## src/shared/delay_ctrl_pkg.sv

```systemverilog
// constants and types shared by the delay mode controller
package delay_ctrl_pkg;
  // ---------------------------------------------------------------
  // clock and timing
  // ---------------------------------------------------------------
  localparam int CLK_HZ = 20000000;
  localparam int DEBOUNCE_MS = 10;
  localparam int DEBOUNCE_CYCLES = (CLK_HZ / 1000) * DEBOUNCE_MS;
  localparam int FLASH_MS = 250;
  localparam int FLASH_CYCLES = (CLK_HZ / 1000) * FLASH_MS;
  // ---------------------------------------------------------------
  // delay figures in audio samples at the default rate
  // ---------------------------------------------------------------
  localparam int SAMPLE_HZ = 48000;
  localparam int BUFFER_SECONDS = 20;
  localparam int BUFFER_SECONDS_EXT = 40;
  localparam int DELAY_W = 22;
  localparam int MAX_SAMPLES = SAMPLE_HZ * BUFFER_SECONDS;
  localparam int MAX_SAMPLES_EXT = SAMPLE_HZ * BUFFER_SECONDS_EXT;
  localparam int SAFE_CENTI = 400;
  localparam int CUT_CENTI = 300;
  localparam int SAFE_SAMPLES = SAMPLE_HZ * SAFE_CENTI / 100;
  localparam int CUT_SAMPLES = SAMPLE_HZ * CUT_CENTI / 100;
  localparam int BAR_SEGMENTS = 15;
  localparam int CENTI_W = 14;
  // ---------------------------------------------------------------
  // button indices
  // ---------------------------------------------------------------
  localparam int BTN_COUNT = 8;
  localparam int BTN_BYPASS = 0;
  localparam int BTN_GROW = 1;
  localparam int BTN_SHRINK = 2;
  localparam int BTN_ARM = 3;
  localparam int BTN_DRAIN = 4;
  localparam int BTN_COUGH = 5;
  localparam int BTN_CUT = 6;
  localparam int BTN_CONFIG = 7;
  // ---------------------------------------------------------------
  // display resolution codes
  // ---------------------------------------------------------------
  localparam logic [1:0] RES_BLANK = 2'h0;
  localparam logic [1:0] RES_ONE = 2'h1;
  localparam logic [1:0] RES_TWO = 2'h2;
  localparam logic [1:0] RES_THREE = 2'h3;
  // ---------------------------------------------------------------
  // operating modes
  // ---------------------------------------------------------------
  typedef enum logic [3:0] {
    MODE_BYPASS = 4'h0,
    MODE_CONFIG = 4'h1,
    MODE_PRECISION = 4'h2,
    MODE_STATIC = 4'h3,
    MODE_GROW = 4'h4,
    MODE_SHRINK = 4'h5,
    MODE_ARM = 4'h6,
    MODE_COUGH = 4'h7,
    MODE_DRAIN = 4'h8,
    MODE_CUT = 4'h9
  } mode_e;
endpackage : delay_ctrl_pkg

```

## src/core/delay_mode_ctrl.sv

```systemverilog
// mode controller of a stereo broadcast profanity delay
// Notes on behaviour
// - after reset: bypass, relay through, delay zero
// - bypass press while bypassed goes in-line, static (precision if selected), zero delay
// - shrink mode lowers delay slowly, static at zero
// - arming fills buffer, live output, lamp flashes; growth at safe
// - cough blocks input, output plays on, prior mode on release
// - drain blocks input, ignores cough, static at zero
// - grow press starts slow growth, lamp flashes while growing
// - in-line at or above safe lights cut lamp and safe relay
// - at maximum growth lamp off but mode stays growth
// - shrink lamp flashes; second shrink press halts into static
// - drain press starts drain, lamp flashes, live at zero
// - second drain press cancels, restores old delay, static
// - cut in grow or shrink subtracts cut amount, clamps at zero
// - cut held keeps delay; release resumes prior mode
// - cut in config or precision mode enters bypass
// - cut during arming aborts it, delay left zero
// - cut ignored in bypass, live and drain
// - cough only in-line profanity mode, not arming or drain
// - zero delay while cough held mutes output
// - bar graph lights delay over maximum of 15 segments
// - display shows seconds at chosen resolution; bypass shows safe
// - delay bounded by 20 or 40 second buffer
`timescale 1ns/1ps
module delay_mode_ctrl #(
  parameter int DEBOUNCE_CYCLES = delay_ctrl_pkg::DEBOUNCE_CYCLES,
  parameter int FLASH_CYCLES = delay_ctrl_pkg::FLASH_CYCLES,
  parameter int W = delay_ctrl_pkg::DELAY_W,
  parameter int FIFO_DEPTH = 8
) (
  input wire logic clk_i,
  input wire logic reset_i,
  input wire logic [delay_ctrl_pkg::BTN_COUNT-1:0] button_n_i,
  input wire logic config_exit_i,
  input wire logic precision_sel_i,
  input wire logic extended_buffer_i,
  input wire logic safe_relay_en_i,
  input wire logic [1:0] resolution_i,
  input wire logic [W-1:0] max_delay_i,
  input wire logic [W-1:0] safe_delay_i,
  input wire logic [W-1:0] cut_amount_i,
  input wire logic [W-1:0] grow_step_i,
  input wire logic [W-1:0] shrink_step_i,
  input wire logic sample_tick_i,
  output logic bypass_relay_o,
  output logic write_enable_o,
  output logic read_enable_o,
  output logic output_live_o,
  output logic output_mute_o,
  output logic [W-1:0] delay_o,
  output logic [3:0] mode_o,
  output logic [delay_ctrl_pkg::BTN_COUNT-1:0] lamp_o,
  output logic safe_relay_o,
  output logic [3:0] bar_count_o,
  output logic [delay_ctrl_pkg::CENTI_W-1:0] display_value_o,
  output logic [1:0] display_point_o,
  output logic display_blank_o,
  output logic cut_valid_o,
  input wire logic cut_ready_i,
  output logic [W-1:0] cut_data_o
);
  localparam int N = delay_ctrl_pkg::BTN_COUNT;
  localparam int CW = $clog2(DEBOUNCE_CYCLES + 1);
  localparam int FW = $clog2(FLASH_CYCLES + 1);
  localparam int PW = W + 8;

  // ---------------------------------------------------------------
  // button synchronise and debounce
  // ---------------------------------------------------------------
  logic [N-1:0] btn_meta;
  logic [N-1:0] btn_sync;
  logic [N-1:0] btn_stable;
  logic [N-1:0] btn_prev;
  logic [N-1:0] press;
  logic [N-1:0] release_ev;
  logic [CW-1:0] db_cnt [N];

  // two-flop synchroniser, buttons active low
  always_ff @(posedge clk_i) begin
    if (reset_i) begin
      btn_meta <= '0;
      btn_sync <= '0;
    end else begin
      btn_meta <= ~button_n_i;
      btn_sync <= btn_meta;
    end
  end

  // per-button settle counter
  always_ff @(posedge clk_i) begin
    if (reset_i) begin
      btn_stable <= '0;
      btn_prev <= '0;
      for (int i = 0; i < N; i++) db_cnt[i] <= '0;
    end else begin
      btn_prev <= btn_stable;
      for (int i = 0; i < N; i++) begin
        if (btn_sync[i] == btn_stable[i]) begin
          db_cnt[i] <= '0;
        end else if (db_cnt[i] == CW'(DEBOUNCE_CYCLES - 1)) begin
          btn_stable[i] <= btn_sync[i];
          db_cnt[i] <= '0;
        end else begin
          db_cnt[i] <= db_cnt[i] + 1'b1;
        end
      end
    end
  end

  assign press = btn_stable & ~btn_prev;
  assign release_ev = ~btn_stable & btn_prev;

  // ---------------------------------------------------------------
  // helpers
  // ---------------------------------------------------------------
  function automatic logic [W-1:0] sat_sub(input logic [W-1:0] a,
                                           input logic [W-1:0] b);
    sat_sub = (a > b) ? a - b : '0;
  endfunction : sat_sub

  function automatic logic [W-1:0] sat_add(input logic [W-1:0] a,
                                           input logic [W-1:0] b,
                                           input logic [W-1:0] lim);
    sat_add = (lim - a > b) ? a + b : lim;
  endfunction : sat_add

  // effective maximum, bounded by buffer size
  logic [W-1:0] buf_limit;
  logic [W-1:0] max_eff;
  assign buf_limit = extended_buffer_i ?
    W'(delay_ctrl_pkg::MAX_SAMPLES_EXT) : W'(delay_ctrl_pkg::MAX_SAMPLES);
  assign max_eff = (max_delay_i > buf_limit) ?
    buf_limit : max_delay_i;

  // ---------------------------------------------------------------
  // mode state machine
  // ---------------------------------------------------------------
  delay_ctrl_pkg::mode_e mode;
  delay_ctrl_pkg::mode_e resume_mode;
  logic [W-1:0] delay;
  logic [W-1:0] drain_saved;
  logic cut_push;
  logic live;

  // live means in-line with zero delay and nothing moving
  assign live = (mode == delay_ctrl_pkg::MODE_STATIC) && (delay == '0);

  always_ff @(posedge clk_i) begin
    if (reset_i) begin
      mode <= delay_ctrl_pkg::MODE_BYPASS;
      resume_mode <= delay_ctrl_pkg::MODE_STATIC;
      delay <= '0;
      drain_saved <= '0;
      cut_push <= 1'b0;
    end else begin
      cut_push <= 1'b0;
      case (mode)
        delay_ctrl_pkg::MODE_BYPASS: begin
          delay <= '0;
          if (press[delay_ctrl_pkg::BTN_BYPASS]) begin
            mode <= precision_sel_i ? delay_ctrl_pkg::MODE_PRECISION :
                                      delay_ctrl_pkg::MODE_STATIC;
          end else if (press[delay_ctrl_pkg::BTN_CONFIG]) begin
            mode <= delay_ctrl_pkg::MODE_CONFIG;
          end
        end
        delay_ctrl_pkg::MODE_CONFIG, delay_ctrl_pkg::MODE_PRECISION: begin
          delay <= '0;
          if (press[delay_ctrl_pkg::BTN_CUT] || config_exit_i ||
              press[delay_ctrl_pkg::BTN_BYPASS]) begin
            mode <= delay_ctrl_pkg::MODE_BYPASS;
          end
        end
        delay_ctrl_pkg::MODE_STATIC, delay_ctrl_pkg::MODE_GROW,
        delay_ctrl_pkg::MODE_SHRINK: begin
          if (press[delay_ctrl_pkg::BTN_BYPASS]) begin
            mode <= delay_ctrl_pkg::MODE_BYPASS;
            delay <= '0;
          end else if (press[delay_ctrl_pkg::BTN_CUT] && !live &&
                       mode != delay_ctrl_pkg::MODE_STATIC) begin
            resume_mode <= mode;
            mode <= delay_ctrl_pkg::MODE_CUT;
            delay <= sat_sub(delay, cut_amount_i);
            cut_push <= 1'b1;
          end else if (press[delay_ctrl_pkg::BTN_COUGH]) begin
            resume_mode <= mode;
            mode <= delay_ctrl_pkg::MODE_COUGH;
          end else if (press[delay_ctrl_pkg::BTN_DRAIN] && delay != '0) begin
            drain_saved <= delay;
            mode <= delay_ctrl_pkg::MODE_DRAIN;
          end else if (press[delay_ctrl_pkg::BTN_GROW]) begin
            mode <= delay_ctrl_pkg::MODE_GROW;
          end else if (press[delay_ctrl_pkg::BTN_ARM] && delay == '0) begin
            mode <= delay_ctrl_pkg::MODE_ARM;
          end else if (press[delay_ctrl_pkg::BTN_SHRINK]) begin
            mode <= (mode == delay_ctrl_pkg::MODE_SHRINK) ?
              delay_ctrl_pkg::MODE_STATIC :
              delay_ctrl_pkg::MODE_SHRINK;
          end else if (mode == delay_ctrl_pkg::MODE_GROW &&
                       sample_tick_i) begin
            delay <= sat_add(delay, grow_step_i, max_eff);
          end else if (mode == delay_ctrl_pkg::MODE_SHRINK &&
                       sample_tick_i) begin
            delay <= sat_sub(delay, shrink_step_i);
            if (delay <= shrink_step_i) begin
              mode <= delay_ctrl_pkg::MODE_STATIC;
            end
          end
        end
        delay_ctrl_pkg::MODE_ARM: begin
          if (press[delay_ctrl_pkg::BTN_BYPASS]) begin
            mode <= delay_ctrl_pkg::MODE_BYPASS;
            delay <= '0;
          end else if (press[delay_ctrl_pkg::BTN_CUT]) begin
            mode <= delay_ctrl_pkg::MODE_STATIC;
            delay <= '0;
          end else if (delay >= safe_delay_i) begin
            mode <= delay_ctrl_pkg::MODE_GROW;
          end else if (sample_tick_i) begin
            delay <= delay + 1'b1;
          end
        end
        delay_ctrl_pkg::MODE_COUGH: begin
          if (press[delay_ctrl_pkg::BTN_BYPASS]) begin
            mode <= delay_ctrl_pkg::MODE_BYPASS;
            delay <= '0;
          end else if (release_ev[delay_ctrl_pkg::BTN_COUGH]) begin
            mode <= resume_mode;
          end else if (sample_tick_i && delay != '0) begin
            delay <= delay - 1'b1;
          end
        end
        delay_ctrl_pkg::MODE_DRAIN: begin
          if (press[delay_ctrl_pkg::BTN_BYPASS]) begin
            mode <= delay_ctrl_pkg::MODE_BYPASS;
            delay <= '0;
          end else if (press[delay_ctrl_pkg::BTN_DRAIN]) begin
            delay <= drain_saved;
            mode <= delay_ctrl_pkg::MODE_STATIC;
          end else if (delay == '0) begin
            mode <= delay_ctrl_pkg::MODE_STATIC;
          end else if (sample_tick_i) begin
            delay <= delay - 1'b1;
          end
        end
        delay_ctrl_pkg::MODE_CUT: begin
          if (press[delay_ctrl_pkg::BTN_BYPASS]) begin
            mode <= delay_ctrl_pkg::MODE_BYPASS;
            delay <= '0;
          end else if (release_ev[delay_ctrl_pkg::BTN_CUT]) begin
            mode <= resume_mode;
          end
        end
        default: begin
          mode <= delay_ctrl_pkg::MODE_BYPASS;
        end
      endcase
    end
  end

  // ---------------------------------------------------------------
  // cut command fifo to the datapath
  // ---------------------------------------------------------------
  delay_event_fifo #(
    .WIDTH(W),
    .DEPTH(FIFO_DEPTH)
  ) u_cut_fifo (
    .clk_i(clk_i),
    .reset_i(reset_i),
    .in_valid_i(cut_push),
    .in_ready_o(),
    .in_data_i(cut_amount_i),
    .out_valid_o(cut_valid_o),
    .out_ready_i(cut_ready_i),
    .out_data_o(cut_data_o)
  );

  // ---------------------------------------------------------------
  // flash divider
  // ---------------------------------------------------------------
  logic [FW-1:0] flash_cnt;
  logic flash;

  always_ff @(posedge clk_i) begin
    if (reset_i) begin
      flash_cnt <= '0;
      flash <= 1'b0;
    end else if (flash_cnt == FW'(FLASH_CYCLES - 1)) begin
      flash_cnt <= '0;
      flash <= ~flash;
    end else begin
      flash_cnt <= flash_cnt + 1'b1;
    end
  end

  // ---------------------------------------------------------------
  // audio path controls, relays and lamps
  // ---------------------------------------------------------------
  logic inline_on;
  logic at_safe;
  assign inline_on = (mode != delay_ctrl_pkg::MODE_BYPASS) &&
                     (mode != delay_ctrl_pkg::MODE_CONFIG);
  assign at_safe = inline_on && (delay >= safe_delay_i) &&
                   (mode != delay_ctrl_pkg::MODE_PRECISION);

  always_ff @(posedge clk_i) begin
    if (reset_i) begin
      bypass_relay_o <= 1'b1;
      write_enable_o <= 1'b0;
      read_enable_o <= 1'b0;
      output_live_o <= 1'b1;
      output_mute_o <= 1'b0;
      safe_relay_o <= 1'b0;
      lamp_o <= '0;
      delay_o <= '0;
      mode_o <= 4'h0;
    end else begin
      bypass_relay_o <= !inline_on;
      write_enable_o <= inline_on &&
                        (mode != delay_ctrl_pkg::MODE_COUGH) &&
                        (mode != delay_ctrl_pkg::MODE_DRAIN);
      read_enable_o <= inline_on && (mode != delay_ctrl_pkg::MODE_ARM);
      output_live_o <= !inline_on || (mode == delay_ctrl_pkg::MODE_ARM) ||
                       live;
      output_mute_o <= (mode == delay_ctrl_pkg::MODE_COUGH) &&
                       (delay == '0);
      safe_relay_o <= at_safe && safe_relay_en_i;
      lamp_o <= '0;
      lamp_o[delay_ctrl_pkg::BTN_BYPASS] <= !inline_on;
      lamp_o[delay_ctrl_pkg::BTN_CUT] <= at_safe;
      lamp_o[delay_ctrl_pkg::BTN_GROW] <= (mode == delay_ctrl_pkg::MODE_GROW)
        && (delay < max_eff) && flash;
      lamp_o[delay_ctrl_pkg::BTN_SHRINK] <=
        (mode == delay_ctrl_pkg::MODE_SHRINK) && flash;
      lamp_o[delay_ctrl_pkg::BTN_ARM] <=
        (mode == delay_ctrl_pkg::MODE_ARM) && flash;
      lamp_o[delay_ctrl_pkg::BTN_DRAIN] <=
        (mode == delay_ctrl_pkg::MODE_DRAIN) && flash;
      lamp_o[delay_ctrl_pkg::BTN_COUGH] <= inline_on &&
        (mode != delay_ctrl_pkg::MODE_ARM) &&
        (mode != delay_ctrl_pkg::MODE_DRAIN) &&
        (mode != delay_ctrl_pkg::MODE_PRECISION);
      delay_o <= delay;
      mode_o <= mode;
    end
  end

  // ---------------------------------------------------------------
  // bar graph and numeric display
  // ---------------------------------------------------------------
  logic [PW-1:0] bar_prod;
  logic [PW-1:0] bar_q;
  logic [W-1:0] shown;
  logic [PW-1:0] centi_prod;
  logic [PW-1:0] centi;
  logic [delay_ctrl_pkg::CENTI_W-1:0] centi_n;

  assign bar_prod = PW'(delay) * PW'(delay_ctrl_pkg::BAR_SEGMENTS);
  assign bar_q = (max_eff == '0) ? '0 : bar_prod / PW'(max_eff);
  assign shown = inline_on ? delay : safe_delay_i;
  assign centi_prod = PW'(shown) * PW'(100);
  assign centi = centi_prod / PW'(delay_ctrl_pkg::SAMPLE_HZ);
  assign centi_n = delay_ctrl_pkg::CENTI_W'(centi);

  always_ff @(posedge clk_i) begin
    if (reset_i) begin
      bar_count_o <= 4'h0;
      display_value_o <= '0;
      display_point_o <= 2'h0;
      display_blank_o <= 1'b0;
    end else begin
      bar_count_o <= (bar_q > PW'(delay_ctrl_pkg::BAR_SEGMENTS)) ?
        4'(delay_ctrl_pkg::BAR_SEGMENTS) : 4'(bar_q);
      display_blank_o <= (resolution_i == delay_ctrl_pkg::RES_BLANK);
      case (resolution_i)
        delay_ctrl_pkg::RES_ONE: begin
          display_value_o <= centi_n / 14'h0064;
          display_point_o <= 2'h0;
        end
        delay_ctrl_pkg::RES_TWO: begin
          display_value_o <= centi_n / 14'h000A;
          display_point_o <= 2'h1;
        end
        default: begin
          display_value_o <= centi_n;
          display_point_o <= 2'h2;
        end
      endcase
    end
  end
endmodule : delay_mode_ctrl

```

## src/core/delay_event_fifo.sv

```systemverilog
// fifo holding delay edit commands toward the audio datapath
`timescale 1ns/1ps
module delay_event_fifo #(
  parameter int WIDTH = 24,
  parameter int DEPTH = 8
) (
  input wire logic clk_i,
  input wire logic reset_i,
  input wire logic in_valid_i,
  output logic in_ready_o,
  input wire logic [WIDTH-1:0] in_data_i,
  output logic out_valid_o,
  input wire logic out_ready_i,
  output logic [WIDTH-1:0] out_data_o
);
  localparam int AW = $clog2(DEPTH);
  logic [WIDTH-1:0] mem [DEPTH];
  logic [AW-1:0] wr_ptr;
  logic [AW-1:0] rd_ptr;
  logic [AW:0] count;
  logic push;
  logic pop;

  assign in_ready_o = (count != (AW+1)'(DEPTH));
  assign push = in_valid_i && in_ready_o;
  // move a word out when the output register is empty or being taken
  assign pop = (count != '0) && (!out_valid_o || out_ready_i);

  // output register, valid and data leave straight from flip-flops
  always_ff @(posedge clk_i) begin
    if (reset_i) begin
      out_valid_o <= 1'b0;
      out_data_o <= '0;
    end else if (!out_valid_o || out_ready_i) begin
      out_valid_o <= (count != '0);
      out_data_o <= mem[rd_ptr];
    end
  end

  // storage and pointers
  always_ff @(posedge clk_i) begin
    if (reset_i) begin
      wr_ptr <= '0;
      rd_ptr <= '0;
      count <= '0;
    end else begin
      if (push) begin
        mem[wr_ptr] <= in_data_i;
        wr_ptr <= (wr_ptr == AW'(DEPTH - 1)) ? '0 : wr_ptr + 1'b1;
      end
      if (pop) begin
        rd_ptr <= (rd_ptr == AW'(DEPTH - 1)) ? '0 : rd_ptr + 1'b1;
      end
      count <= count + (AW+1)'(push) - (AW+1)'(pop);
    end
  end
endmodule : delay_event_fifo

```

## config.mk

```make
export PLATFORM = sky130hd
export DESIGN_NAME = delay_mode_ctrl
export DESIGN_NICKNAME = d
export VERILOG_FILES = /design/src/shared/delay_ctrl_pkg.sv /design/src/core/delay_mode_ctrl.sv /design/src/core/delay_event_fifo.sv
export SDC_FILE = /design/constraint.sdc
export NUM_CORES = 2
export LEC_CHECK = 0
export ABC_CLOCK_PERIOD_IN_PS = 180500
export BUFFER_PORTS_ARGS = -buffer_cell sky130_fd_sc_hd__buf_2
export CORE_ASPECT_RATIO = 1.75
export CORE_MARGIN = 2
export CORE_UTILIZATION = 30
export DETAILED_ROUTE_END_ITERATION = 6
export SETUP_SLACK_MARGIN = 0.1
export SLEW_MARGIN = 0
export SYNTH_ARGS = -nofsm -noshare
export SYNTH_HDL_FRONTEND = slang
export SYNTH_HIERARCHICAL = 1
export SYNTH_SLANG_ARGS = --single-unit
```

## constraint.sdc

```tcl
create_clock -name clk_i -period 180.5 [get_ports clk_i]
set_input_delay 45.125 -clock clk_i [delete_from_list [all_inputs] [get_ports clk_i]]
set_output_delay 45.125 -clock clk_i [all_outputs]
set_load 0.02 [all_outputs]
```

==> results.toml <==
[synthesis]
ys_seq_area_share_pct = 19.7
synth.area.mux_share_pct = 5.28
synthSimpleGateAreaFrac_pct = 22.5
yosys_warnings = 6
synthTopCellsByArea = "ha_1, edfxtp_1, dfxtp_1"
synth.largest_area_cell = "ha_1"
async_reset_ff_share_pct = 0
post_synth_num_cell_types = 153
synth_top_family_by_area = "compound AO/OA/AOI/OAI gates"
synth_top_area_share_pct = 14.3
synth_edf_count = 320
ys.flop_type = "edfxtp_1"
synth.avg_cell_area_sq_um = 8.06
synthAdderAreaFrac_pct = 16.1
synthCells = 8580
netlist_area_sq_mm = 0.0692
ys_ff_latch = 522
synth_xor_area_share_pct = 7.62
synth_compound_area_share_pct = 24.3

[layout]
syn_to_final_growth_pct = 10.7
fillers = 24400
multi_input_area_sq_mm = 0.0533
layout-drive-gt1-share_pct = 9.79
final_core_util_pct = 33.4
final_net_count = 9816
register_area_sq_mm = 0.0137

[global_routing]
grt_use_total_pct = 21.6
grt_max_degree = 66
antenna_found_initial = 39
grt_pass1_vias = 67900
grt_pass1_wl_mm = 398
overflow = 0

[sta]
hold_ws_ps = 438
maxSlewHeadroom_pct = 4.48
fin_crit_sh_pct = 86.7
max_freq_mhz = 6.39
rsz0062_at_grt = "false"
clock_skew_ps = 48.5
worstMarginPinSlew_ps = 1420
finalMaxSlewViolations = 0
hold_viol_final = 0
setup_tns_ps = 0
final-setup-viol-count = 0
fin_crit_ps = 156550

[floorplan]
ioPinCount = 212
die-area_sq_mm = 0.235
core_area_sq_mm = 0.230
die_h_microns = 639
fp-row-count = 233
initial_core_util_pct = 30.1
die_w_microns = 367

[worst_setup_path]
critPathKind = "input pin to flop"
critPathMaxStageDelay_ps = 810
critPathCaptureType = "flop"
worst-r2r-setup-slack_ps = 70850
start_kind = "input pin"
cp_slowest_cell = "o21ai_2"
worstPathRequired_ps = 181090
critPathMaxFanout = 44
crit_arrival_ps = 157140
crit_path_frequent_cell = "o21a_1"

[routing]
wl_per_cell_microns = 22.1
drt_iter0_markers = 4712
drc = 0
postRouteAntennaNets = 0
post_drt_via_cell_ratio = 5.70
firstDrtPassIters = 6
drt-total-wl_mm = 264
via_count = 68100

[clock_network]
clk_pin_slew_ps = 60
clock_sinks = 522
cts_hold_buf = 0
cts_buffer_depth = 3
cts.repair.resized = 0
root_buffer = "clkbuf_16"
cts_made_buffers = 58
cts_htree_levels = 2
clk_latency_ps = 710
cts_tree = "built"
post_cts_buffers = 0

[min_path]
hold_class = "flop to flop"

[placed_design]
portBuffers = 210
gp_congestion = 1.00
dp_hpwl_mm = 209

[status]
status = "finished, final reports clean"

[run]
maxCapViolCount = 0
## area by class of cell
class | instances | area share, %
Sequential cell | 522 | 17.8
Inverter | 429 | 2.11
Clock buffer | 74 | 2.06
Multi-Input combinational cell | 7480 | 69.5
Antenna cell | 18 | 0.0588
Timing Repair Buffer | 346 | 2.71
Tap cell | 3055 | 4.99
Clock inverter | 36 | 0.710
## synth_stat cells (25+ instances only)
| library cell | n |
|---|---|
| nor3b_1 | 28 |
| or3_1 | 66 |
| mux2i_1 | 185 |
| dfxtp_1 | 202 |
| o22ai_1 | 50 |
| xor2_1 | 225 |
| and3_1 | 97 |
| clkbuf_1 | 188 |
| a21oi_1 | 475 |
| a21o_1 | 174 |
| fa_1 | 63 |
| nand3_1 | 229 |
| a221oi_1 | 36 |
| o21ai_0 | 296 |
| o21bai_1 | 37 |
| nor4_1 | 58 |
| and2_1 | 91 |
| ha_1 | 788 |
| a211oi_1 | 49 |
| o21a_1 | 395 |
| or2_2 | 56 |
| buf_2 | 52 |
| buf_1 | 35 |
| nand2b_1 | 83 |
| nor2_1 | 865 |
| a22oi_1 | 25 |
| xnor2_1 | 351 |
| a211o_1 | 26 |
| or4_1 | 32 |
| a31oi_1 | 45 |
| edfxtp_1 | 320 |
| inv_1 | 414 |
| o211ai_1 | 59 |
| nor3_1 | 539 |
| mux2_2 | 151 |
| nand2_1 | 657 |
| nor2b_1 | 104 |
| o31ai_1 | 201 |
| nand4_1 | 114 |
| o21ai_1 | 67 |
| a22o_1 | 32 |
## critical path, delay by kind of cell
family          cells  cell delay [ps]
simple gates       80            13400
buf+inv            25             7100
mux                 6             2210
fa+ha+maj          28             8290
compound gates    408            80820
## cells in the final DEF, fill, tap and decap left out, drive strengths merged, types with 159 or more instances in the layout
cell type / count
nor2: 873
ha: 788
nand2: 659
nor3: 547
a21oi: 492
inv: 437
o21a: 395
o21ai: 367
xnor2: 360
buf: 346
edfxtp: 320
nand3: 230
xor2: 230
o31ai: 206
dfxtp: 202
mux2i: 185
a21o: 176
conb: 159
mux2: 159
## per-stage QoR
stage | std cells | setup slack (ps) | area [sq um]
after floorplan | 8737 | 28620 | 69800
after global placement | 11800 | 26290 | 74400
after detailed placement | 11800 | 23910 | 74400
after CTS | 11900 | 24300 | 76600
after global routing | 11900 | 15380 | 76600
final | 12000 | 23950 | 76600
## logic make-up after synthesis
logic type	Yosys count
simple gates	3170
compound gates	2364
fa+ha+maj	853
buf+inv	735
xor+xnor	590
flops	522
mux	344
other cells	2
## metal layers
metal  track usage [%]  vias to the layer above  part of all wire (%)
met1              21.5                    32500                    35
li1                  -                    32300                     -
met4              16.9                       24                   8.9
met2              40.0                     2343                    50
met5                 0                        -                 0.064
met3              3.31                      945                   5.6
## registers in the layout (all words and copies together) (netlist names), 2 cells and up
register / flops
btn_stable: 8
u_cut_fifo/out_data_o: 22
mode: 4
u_cut_fifo/wr_ptr: 3
btn_meta: 8
btn_sync: 8
db_cnt: 144
flash_cnt: 23
u_cut_fifo/count: 4
display_point_o: 2
mode_o: 4
btn_prev: 8
delay_o: 22
lamp_o: 7
u_cut_fifo/rd_ptr: 3
u_cut_fifo/mem: 176
resume_mode: 4
delay: 22
drain_saved: 22
bar_count_o: 4
display_value_o: 14
## worst paths after layout
check                               from                        end  cells after the start
hold reg to reg   btn_meta[2]$_SDFF_PP0_     btn_sync[2]$_SDFF_PP0_                      1
setup / recovery       extended_buffer_i  bar_count_o[0]$_SDFF_PP0_                    547
hold / removal    btn_meta[2]$_SDFF_PP0_     btn_sync[2]$_SDFF_PP0_                      1
setup reg to reg   delay[4]$_SDFFE_PP0P_  bar_count_o[0]$_SDFF_PP0_                    532
Power is left out: the tool's default activity adds up to more than one toggle a clock period on the data nets, which glitch-free logic cannot reach.
